<file path="src/inc/ext_irq_pkg.sv">
/*
 * Shared constants and carriers for the external interrupt detection
 * configuration block: register offsets, reset values, field positions,
 * sense modes and bus response codes.
 * Assumes a 32-bit AXI4-Lite register bus with byte addresses.
 */
package ext_irq_pkg;

    localparam int          ADDR_W          = 8;
    localparam int          N_EXT           = 6;
    localparam int          N_PORT          = 16;
    localparam int          N_ENC           = 4;

    localparam logic [7:0]  OFS_EXT_CTRL    = 8'h00;
    localparam logic [7:0]  OFS_PORT_SENSE  = 8'h04;
    localparam logic [7:0]  OFS_PORT_EN     = 8'h08;
    localparam logic [7:0]  OFS_REQ_FLAG    = 8'h0C;
    localparam logic [7:0]  OFS_IRQ_STAT    = 8'h10;
    localparam logic [7:0]  OFS_IRQ_MASK    = 8'h14;

    localparam logic [15:0] EXT_CTRL_RST    = 16'h4000;
    localparam logic [15:0] PORT_SENSE_RST  = 16'h0000;
    localparam logic [15:0] PORT_EN_RST     = 16'h0000;
    localparam logic [7:0]  IRQ_MASK_RST    = 8'h00;
    localparam logic [15:0] EXT_CTRL_WMASK  = 16'hEFFF;

    localparam int          BIT_MASK_ALL    = 15;
    localparam int          BIT_LVL         = 14;
    localparam int          BIT_BLOCK_MASK  = 13;
    localparam int          BIT_RSVD        = 12;

    localparam logic [1:0]  RESP_OKAY       = 2'h0;
    localparam logic [1:0]  RESP_SLVERR     = 2'h2;

    typedef enum logic [1:0] {
        SENSE_FALL = 2'b00,
        SENSE_RISE = 2'b01,
        SENSE_LOW  = 2'b10,
        SENSE_HIGH = 2'b11
    } sense_t;

    typedef struct packed {
        logic        mask_all_on_nmi_low;
        logic        lvl;
        logic        block_bit_mask_control;
        logic        rsvd;
        logic [11:0] sense;
    } ext_ctrl_t;

    typedef struct packed {
        logic       mask_all;
        logic       nmi_mask;
        logic       encode_on;
        logic [3:0] level;
    } core_ctrl_t;

endpackage : ext_irq_pkg

</file>
<file path="src/core/sync2.sv">
/*
 * Two-flop synchroniser for a vector of independent level inputs.
 * Assumes each bit is a slow level; no bus coherence is implied.
 */
`timescale 1ns/10ps
`default_nettype none

module sync2 #(
    parameter int W = 1
) (
    // clock and reset
    input  wire logic         clk_sys,
    input  wire logic         resetn,
    // data
    input  wire logic [W-1:0] d,
    output logic      [W-1:0] q
);

    logic [W-1:0] meta_q;

    always_ff @(posedge clk_sys or negedge resetn) begin
        if (!resetn) begin
            meta_q <= '0;
            q      <= '0;
        end else begin
            meta_q <= d;
            q      <= meta_q;
        end
    end

endmodule : sync2

`default_nettype wire

</file>
<file path="src/core/ext_pin_detect.sv">
/*
 * Detection of one external request pin: falling or rising edge with a
 * sticky flag, or low or high level followed directly.
 * Assumes pin is already synchronised to clk_sys.
 */
`timescale 1ns/10ps
`default_nettype none

module ext_pin_detect (
    // clock and reset
    input  wire logic       clk_sys,
    input  wire logic       resetn,
    // pin and controls
    input  wire logic       pin,
    input  wire logic [1:0] mode,
    input  wire logic       enable,
    input  wire logic       clr,
    // request
    output logic            flag_q
);

    logic prev_q;
    logic hit;

    always_comb begin
        case (ext_irq_pkg::sense_t'(mode))
            ext_irq_pkg::SENSE_FALL: hit = prev_q & ~pin;
            ext_irq_pkg::SENSE_RISE: hit = ~prev_q & pin;
            ext_irq_pkg::SENSE_LOW:  hit = ~pin;
            ext_irq_pkg::SENSE_HIGH: hit = pin;
            default:                 hit = 1'b0;
        endcase
    end

    always_ff @(posedge clk_sys or negedge resetn) begin
        if (!resetn) begin
            prev_q <= 1'b0;
        end else begin
            prev_q <= pin;
        end
    end

    always_ff @(posedge clk_sys or negedge resetn) begin
        if (!resetn) begin
            flag_q <= 1'b0;
        end else if (!enable) begin
            flag_q <= 1'b0;
        end else if (mode[1]) begin
            flag_q <= hit;
        end else if (hit) begin
            flag_q <= 1'b1;
        end else if (clr) begin
            flag_q <= 1'b0;
        end
    end

endmodule : ext_pin_detect

`default_nettype wire

</file>
<file path="src/core/ext_irq_detect_config.sv">
/*
 * Detection configuration for six external request pins and sixteen
 * port interrupt pins, with an AXI4-Lite register slave and a
 * maskable summary interrupt.
 * Assumes pins are asynchronous; cpu_block_bit and standby_mode come
 * from logic on clk_sys. Priority and vector logic live elsewhere.
 */
// Chosen here: the address map and the AXI4-Lite interface to the registers.
`timescale 1ns/10ps
`default_nettype none

module ext_irq_detect_config #(
    parameter int N_EXT  = ext_irq_pkg::N_EXT,
    parameter int N_PORT = ext_irq_pkg::N_PORT
) (
    // clock and reset
    input  wire logic                          clk_sys,
    input  wire logic                          resetn,
    // axi4-lite write
    input  wire logic [ext_irq_pkg::ADDR_W-1:0] awaddr,
    input  wire logic                          awvalid,
    output logic                               awready,
    input  wire logic [31:0]                   wdata,
    input  wire logic [3:0]                    wstrb,
    input  wire logic                          wvalid,
    output logic                               wready,
    output logic [1:0]                         bresp,
    output logic                               bvalid,
    input  wire logic                          bready,
    // axi4-lite read
    input  wire logic [ext_irq_pkg::ADDR_W-1:0] araddr,
    input  wire logic                          arvalid,
    output logic                               arready,
    output logic [31:0]                        rdata,
    output logic [1:0]                         rresp,
    output logic                               rvalid,
    input  wire logic                          rready,
    // pins
    input  wire logic [N_EXT-1:0]              ext_request_pins,
    input  wire logic [N_PORT-1:0]             port_interrupt_pins,
    input  wire logic                          nmi_pin,
    // cpu core side
    input  wire logic                          cpu_block_bit,
    input  wire logic                          standby_mode,
    output logic [N_EXT-1:0]                   ext_request_flag,
    output logic [N_PORT-1:0]                  port_request_q,
    output ext_irq_pkg::core_ctrl_t            core_ctrl_q,
    // summary interrupt
    output logic                               irq
);

    if (N_EXT != ext_irq_pkg::N_EXT || N_PORT != ext_irq_pkg::N_PORT) begin : g_chk
        $error("field layout only serves six request and sixteen port pins");
    end

    ext_irq_pkg::ext_ctrl_t  ext_ctrl_q;
    logic [15:0]             port_sense_q;
    logic [15:0]             port_en_q;
    logic [7:0]              stat_q;
    logic [7:0]              mask_q;
    logic [N_EXT-1:0]        armed_q;
    logic [N_EXT-1:0]        flag_prev_q;
    logic [1:0]              grp_prev_q;
    logic [N_EXT-1:0]        ext_s;
    logic [N_PORT-1:0]       port_s;
    logic                    nmi_s;
    logic [N_EXT-1:0]        clr;
    logic [1:0]              grp;
    logic [7:0]              events;
    logic                              aw_hold_q;
    logic                              w_hold_q;
    logic [ext_irq_pkg::ADDR_W-1:0]    waddr_q;
    logic [31:0]                       wdata_q;
    logic [3:0]                        wstrb_q;
    logic                              do_write;
    logic                              rd_take;
    logic [31:0]                       rd_word;
    logic                              rd_hit;
    logic                              wr_hit;
    function automatic logic [15:0] merge16(
        input logic [15:0] old,
        input logic [31:0] data,
        input logic [3:0]  strb
    );
        logic [15:0] r;
        r = old;
        if (strb[0]) begin
            r[7:0] = data[7:0];
        end
        if (strb[1]) begin
            r[15:8] = data[15:8];
        end
        return r;
    endfunction : merge16

    sync2 #(.W(N_EXT)) u_sync_ext (
        .clk_sys (clk_sys),
        .resetn  (resetn),
        .d       (ext_request_pins),
        .q       (ext_s)
    );

    sync2 #(.W(N_PORT)) u_sync_port (
        .clk_sys (clk_sys),
        .resetn  (resetn),
        .d       (port_interrupt_pins),
        .q       (port_s)
    );

    sync2 #(.W(1)) u_sync_nmi (
        .clk_sys (clk_sys),
        .resetn  (resetn),
        .d       (nmi_pin),
        .q       (nmi_s)
    );

    // write channel: address and data taken in either order
    assign awready  = ~aw_hold_q & ~bvalid;
    assign wready   = ~w_hold_q & ~bvalid;
    assign do_write = aw_hold_q & w_hold_q & ~bvalid;
    assign arready  = ~rvalid;
    assign rd_take  = arvalid & arready;

    always_ff @(posedge clk_sys or negedge resetn) begin
        if (!resetn) begin
            aw_hold_q <= 1'b0;
            w_hold_q  <= 1'b0;
            waddr_q   <= '0;
            wdata_q   <= 32'h0000_0000;
            wstrb_q   <= 4'h0;
        end else begin
            if (awvalid && awready) begin
                aw_hold_q <= 1'b1;
                waddr_q   <= awaddr;
            end else if (do_write) begin
                aw_hold_q <= 1'b0;
            end
            if (wvalid && wready) begin
                w_hold_q <= 1'b1;
                wdata_q  <= wdata;
                wstrb_q  <= wstrb;
            end else if (do_write) begin
                w_hold_q <= 1'b0;
            end
        end
    end

    always_comb begin
        case (waddr_q)
            ext_irq_pkg::OFS_EXT_CTRL,
            ext_irq_pkg::OFS_PORT_SENSE,
            ext_irq_pkg::OFS_PORT_EN,
            ext_irq_pkg::OFS_REQ_FLAG,
            ext_irq_pkg::OFS_IRQ_STAT,
            ext_irq_pkg::OFS_IRQ_MASK: wr_hit = 1'b1;
            default:                   wr_hit = 1'b0;
        endcase
    end

    always_ff @(posedge clk_sys or negedge resetn) begin
        if (!resetn) begin
            bvalid <= 1'b0;
            bresp  <= ext_irq_pkg::RESP_OKAY;
        end else if (do_write) begin
            bvalid <= 1'b1;
            bresp  <= wr_hit ? ext_irq_pkg::RESP_OKAY : ext_irq_pkg::RESP_SLVERR;
        end else if (bready) begin
            bvalid <= 1'b0;
        end
    end

    // configuration registers
    always_ff @(posedge clk_sys or negedge resetn) begin
        if (!resetn) begin
            ext_ctrl_q   <= ext_irq_pkg::ext_ctrl_t'(ext_irq_pkg::EXT_CTRL_RST);
            port_sense_q <= ext_irq_pkg::PORT_SENSE_RST;
            port_en_q    <= ext_irq_pkg::PORT_EN_RST;
            mask_q       <= ext_irq_pkg::IRQ_MASK_RST;
        end else if (do_write) begin
            case (waddr_q)
                ext_irq_pkg::OFS_EXT_CTRL: begin
                    ext_ctrl_q <= ext_irq_pkg::ext_ctrl_t'(ext_irq_pkg::EXT_CTRL_WMASK
                        & merge16(ext_ctrl_q, wdata_q, wstrb_q));
                end
                ext_irq_pkg::OFS_PORT_SENSE: begin
                    port_sense_q <= merge16(port_sense_q, wdata_q, wstrb_q);
                end
                ext_irq_pkg::OFS_PORT_EN: begin
                    port_en_q <= merge16(port_en_q, wdata_q, wstrb_q);
                end
                ext_irq_pkg::OFS_IRQ_MASK: begin
                    if (wstrb_q[0]) begin
                        mask_q <= wdata_q[7:0];
                    end
                end
                default: begin
                end
            endcase
        end
    end

    // a zero written to an edge-mode flag clears it only after it was read as one
    always_comb begin
        clr = '0;
        if (do_write && waddr_q == ext_irq_pkg::OFS_REQ_FLAG && wstrb_q[0]) begin
            clr = armed_q & ~wdata_q[N_EXT-1:0];
        end
    end

    always_ff @(posedge clk_sys or negedge resetn) begin
        if (!resetn) begin
            armed_q <= '0;
        end else if (rd_take && araddr == ext_irq_pkg::OFS_REQ_FLAG) begin
            armed_q <= ext_request_flag;
        end else if (do_write && waddr_q == ext_irq_pkg::OFS_REQ_FLAG) begin
            armed_q <= '0;
        end
    end

    // per-pin detection, encoded pins drop out of the independent flags
    for (genvar n = 0; n < N_EXT; n++) begin : g_ext
        ext_pin_detect u_det (
            .clk_sys (clk_sys),
            .resetn  (resetn),
            .pin     (ext_s[n]),
            .mode    (ext_ctrl_q.sense[2*n+1 -: 2]),
            .enable  (!(ext_ctrl_q.lvl && n < ext_irq_pkg::N_ENC)),
            .clr     (clr[n]),
            .flag_q  (ext_request_flag[n])
        );
    end

    always_ff @(posedge clk_sys or negedge resetn) begin
        if (!resetn) begin
            port_request_q <= '0;
        end else begin
            port_request_q <= port_en_q & ~(port_s ^ port_sense_q);
        end
    end

    always_ff @(posedge clk_sys or negedge resetn) begin
        if (!resetn) begin
            core_ctrl_q <= '0;
        end else begin
            core_ctrl_q.mask_all  <= ext_ctrl_q.mask_all_on_nmi_low & ~nmi_s;
            core_ctrl_q.nmi_mask  <= (ext_ctrl_q.mask_all_on_nmi_low & standby_mode)
                                   | (~ext_ctrl_q.block_bit_mask_control
                                      & cpu_block_bit);
            core_ctrl_q.encode_on <= ext_ctrl_q.lvl;
            core_ctrl_q.level     <= ext_ctrl_q.lvl ? ~ext_s[3:0] : 4'h0;
        end
    end

    // summary interrupt: new requests set sticky status, write one clears
    assign grp    = {|port_request_q[15:8], |port_request_q[7:0]};
    assign events = {grp & ~grp_prev_q, ext_request_flag & ~flag_prev_q};

    always_ff @(posedge clk_sys or negedge resetn) begin
        if (!resetn) begin
            flag_prev_q <= '0;
            grp_prev_q  <= 2'h0;
            stat_q      <= 8'h00;
        end else begin
            flag_prev_q <= ext_request_flag;
            grp_prev_q  <= grp;
            if (do_write && waddr_q == ext_irq_pkg::OFS_IRQ_STAT && wstrb_q[0]) begin
                stat_q <= (stat_q & ~wdata_q[7:0]) | events;
            end else begin
                stat_q <= stat_q | events;
            end
        end
    end

    assign irq = |(stat_q & mask_q);

    // read channel
    always_comb begin
        rd_word = 32'h0000_0000;
        rd_hit  = 1'b1;
        case (araddr)
            ext_irq_pkg::OFS_EXT_CTRL:   rd_word[15:0] = ext_ctrl_q;
            ext_irq_pkg::OFS_PORT_SENSE: rd_word[15:0] = port_sense_q;
            ext_irq_pkg::OFS_PORT_EN:    rd_word[15:0] = port_en_q;
            ext_irq_pkg::OFS_REQ_FLAG:   rd_word[7:0]  = {grp, ext_request_flag};
            ext_irq_pkg::OFS_IRQ_STAT:   rd_word[7:0]  = stat_q;
            ext_irq_pkg::OFS_IRQ_MASK:   rd_word[7:0]  = mask_q;
            default:                     rd_hit        = 1'b0;
        endcase
    end

    always_ff @(posedge clk_sys or negedge resetn) begin
        if (!resetn) begin
            rvalid <= 1'b0;
            rdata  <= 32'h0000_0000;
            rresp  <= ext_irq_pkg::RESP_OKAY;
        end else if (rd_take) begin
            rvalid <= 1'b1;
            rdata  <= rd_word;
            rresp  <= rd_hit ? ext_irq_pkg::RESP_OKAY : ext_irq_pkg::RESP_SLVERR;
        end else if (rready) begin
            rvalid <= 1'b0;
        end
    end
endmodule : ext_irq_detect_config

`default_nettype wire

</file>
<file path="config.mk">
export PLATFORM = sky130hd
export DESIGN_NAME = ext_irq_detect_config
export DESIGN_NICKNAME = d
export VERILOG_FILES = /design/src/inc/ext_irq_pkg.sv /design/src/core/sync2.sv /design/src/core/ext_pin_detect.sv /design/src/core/ext_irq_detect_config.sv
export SDC_FILE = /design/constraint.sdc
export NUM_CORES = 1
export LEC_CHECK = 0
export BUFFER_PORTS_ARGS = -buffer_cell sky130_fd_sc_hd__buf_2
export CORE_MARGIN = 4
export CORE_UTILIZATION = 50
export DETAILED_ROUTE_END_ITERATION = 16
export GPL_ROUTABILITY_DRIVEN = 0
export PLACE_DENSITY = 0.84
export SLEW_MARGIN = 20
export SYNTH_ARGS = -nofsm -noshare
export SYNTH_HDL_FRONTEND = slang
export SYNTH_HIERARCHICAL = 1
export SYNTH_SLANG_ARGS = --single-unit
</file>
<file path="constraint.sdc">
create_clock -name clk_sys -period 1.8 [get_ports clk_sys]
set_input_delay 0.09 -clock clk_sys [delete_from_list [all_inputs] [get_ports clk_sys]]
set_output_delay 0.09 -clock clk_sys [all_outputs]
set_load 0.01 [all_outputs]
</file>
==> reports/qor.csv <==
stage;metric;value;unit
drt;WL met3;1398;um
floorplan;Chip Width;136.1;um
timing;Max-slew headroom;64.10;%
clocking;worst skew pair latency;0.50;ns
drt;routed len/inst;19.73;um
timing;Final Hold Vio Count;0;
final_layout;multi-input logic area;3192;um2
clocking;clk sinks;206;
setup_path;r2r endpoint;port_en_q[1]$_DFFE_PN0P_;
yosys;dominant cells by area after synthesis;dfrtp_1, mux2_2, mux2i_1;
clocking;CTS tree;done;
timing;Period Utilization, post-route;109.8;%
run;MaxCap Viol Count;0;
placement;post-DP HPWL;13630;um
drt;DRT Wirelength;20890;um
yosys;dominant cell type by area after synthesis;dfrtp_1;
placement;Port Buf Inserts;118;
timing;Setup violations, final;70;
floorplan;Ports;155;
yosys;cell count after synthesis;600;
final_layout;fill count;1075;
floorplan;Die ar.;18530;um2
setup_path;WP data required;2.17;ns
clocking;clk root buf;clkbuf_16;
final_layout;diode count;0;
final_layout;commonest non-fill, non-tap cell in the layout;dfrtp_1;
pwr;worst vdd ir;1.459;mV
global_routing;initial antenna violation count;1;
timing;RSZ-0062 raised after global routing;true;
drt;routed wire length on met2;10470;um
drt;DR top layer;met5;
drt;Post-route DRC;0;
clocking;clk slew on worst S/H paths;0.06;ns
floorplan;Die H;136.1;um
yosys;Post-synth top flop;dfrtp_1;
yosys;Synth top area share;62.51;%
setup_path;nature of the critical path startpoint;register;
final_layout;post-layout util;69.18;%
timing;setup slack after layout;-0.1771;ns
setup_path;CP Capture Type;register;
yosys;Cell Area, Synth;8207;um2
hold_path;Min-Delay Startpoint;arvalid;
global_routing;GRT overflow;0;
floorplan;Core ar.;16000;um2
global_routing;gr usage total;22.94;%
global_routing;first-pass GRT wire length;33120;um
floorplan;Initial Util;51.29;%
clocking;CTS max path bufs;3;
run_status;failing checks;negative setup slack;
global_routing;largest net degree at the start of global routing;50;
drt;Post-DRT Antenna Nets;0;
drt;Vias;5764;
hold_path;worst hold path class;in -> reg;
yosys;synth warn;6;
placement;dpl ws;-0.2690;ns
final_layout;Syn-to-layout area delta;34.88;%
final_layout;Layout Nets;913;
timing;Fmax;505.8;MHz
yosys;Cell variety after synth;47;
timing;Max Slew Vio Count;0;
pwr;power density over the cells;1236;nW/um2
run_status;status;finished, violations left;
clocking;TritonCTS Buffers;22;
timing;Worst Skew;0.01786;ns
setup_path;flop2flop setup slack;-0.18;ns
yosys;EDFF count, synth;0;
final_layout;Reg area;5156;um2
global_routing;vias in the first global route;6218;
timing;worst hold slack;0.09524;ns
yosys;synthesized area per cell;13.68;um2
final_layout;share of layout cells above drive strength 1;39.26;%
drt;Vias per Instance;5.443;
final_layout;most frequent cells in the layout;dfrtp_1, buf_2, dlygate4sd3_1, mux2_4, buf_4;
drt;initial drt markers;326;
drt;DR pass1 iterations;5;
setup_path;Critical Path AT;2.35;ns
setup_path;Crit Reg-Reg Startpoint;waddr_q[5]$_DFFE_PN0P_;
yosys;FFs w/ async S/R, synth;100.0;%
pwr;Lkg Pwr;5.317;nW
drt;WL met1;8330;um
hold_path;Hold EP;rdata[12]$_DFFE_PN0P_;
yosys;part of the Yosys area used for sequential elements;62.83;%
setup_path;R2R depth;5;
timing;Worst Max-Slew Pin Slew;0.5250;ns
timing;shortest period the worst path allows;1.977;ns
floorplan;row count;46;
clocking;H-tree depth;1;
yosys;Yosys reg bits;206;
hold_path;hold path depth;4;
setup_path;Crit Path Class;reg -> reg;
setup_path;critical-path maximum fanout;8;
## per-stage QoR
step,std cells,instance area (um2),setup TNS [ns],power [mW]
2_1_floorplan,618,8287,-5.178,7.372
3_3_place_gp,962,9374,-9.437,8.394
3_5_place_dp,962,9374,-12.18,8.540
4_1_cts,1056,11010,-10.76,13.64
5_1_grt,1059,11070,-12.09,14.26
6_report,1059,11070,-8.653,13.68
## Yosys cell counts (2+ instances only)
master / number
a21boi_1: 6
a21oi_1: 23
a22o_1: 14
a22oi_1: 5
a31o_2: 2
and2_1: 17
and3_1: 4
and3b_2: 6
buf_1: 3
buf_2: 8
buf_4: 18
clkbuf_1: 8
conb_1: 2
dfrtp_1: 205
inv_1: 13
mux2_1: 3
mux2_2: 78
mux2i_1: 22
mux4_2: 3
nand2_1: 34
nand2b_1: 2
nand3_1: 3
nor2_1: 27
nor2b_1: 5
nor3_1: 2
nor3b_1: 12
nor4_1: 2
nor4_4: 5
o211ai_1: 5
o21ai_0: 12
o22ai_1: 5
o2bb2ai_1: 3
or2_2: 2
or3_1: 2
or4_1: 6
xnor2_1: 22
## final cells by class
cell class	instances	area share (%)
inverter	13	0.4408
sequential	206	46.58
tap	216	2.441
multi-input combinational	362	28.83
clock buffer	30	5.799
clock inverter	8	1.085
timing repair buffer	224	14.82
## sequential cells by signal, summed over array words and instances, names as in the netlist, 15 cells and up
name and count:
port_en_q 16, port_request_q 16, port_sense_q 16, rdata 16, u_sync_port/meta_q 16, u_sync_port/q 16, wdata_q 16, ext_ctrl_q 15
## critical path, cell delays in order (launching register included)
cell     delay [ns]
dfrtp_1        0.39
buf_6          0.12
or4_4          0.57
nor2_4         0.13
and3_4         0.32
mux2_4         0.32
## worst max-delay path by stage
stage	startpoint	to	cells after the start
after floorplan	waddr_q[5]$_DFFE_PN0P_	port_sense_q[0]$_DFFE_PN0P_	3
after global placement	waddr_q[5]$_DFFE_PN0P_	g_ext[0].u_det/flag_q$_DFFE_PN0P_	8
after detailed placement	waddr_q[5]$_DFFE_PN0P_	g_ext[2].u_det/flag_q$_DFFE_PN0P_	8
after CTS	waddr_q[6]$_DFFE_PN0P_	ext_ctrl_q[9]$_DFFE_PN0P_	6
after global routing	waddr_q[5]$_DFFE_PN0P_	g_ext[1].u_det/flag_q$_DFFE_PN0P_	8
final	waddr_q[5]$_DFFE_PN0P_	port_en_q[1]$_DFFE_PN0P_	5
## repair_timing
item                                    in CTS  in global routing
hold buffers                                55                  0
gates resized for setup                     85                 10
pin swaps                                   15                  8
endpoints found under the setup margin      69                 77
hold endpoints to repair                   214                  0
buffers inserted                             3                  4
## kinds of logic (layout without fill, tap and decap cells)
group | count (synthesis) | after routing | share of synthesized area (%)
muxes | 106 | 106 | 14.62
AOI/OAI and AO/OA | 79 | 79 | 6.632
buffers and inverters | 50 | 275 | 3.232
DFF | 206 | 206 | 62.83
and+or+nand+nor | 135 | 135 | 10.25
xor gates and xnor gates | 22 | 22 | 2.348
other | 2 | 20 | 0.09151
## power by group
part	internal, mW	leakage, nW	total (mW)	switching [mW]
sequential	5.37	2.60	6.22	0.842
combinational	1.55	2.35	2.77	1.22
clock	2.92	0.370	4.70	1.78
## routing by layer
layer,global-route usage (%),vias up
met1,29.70,2934
li1,-,2533
met3,4.219,54
met4,6.663,2
met2,39.65,241
met5,0,-
(Power assumes the default switching activity.)
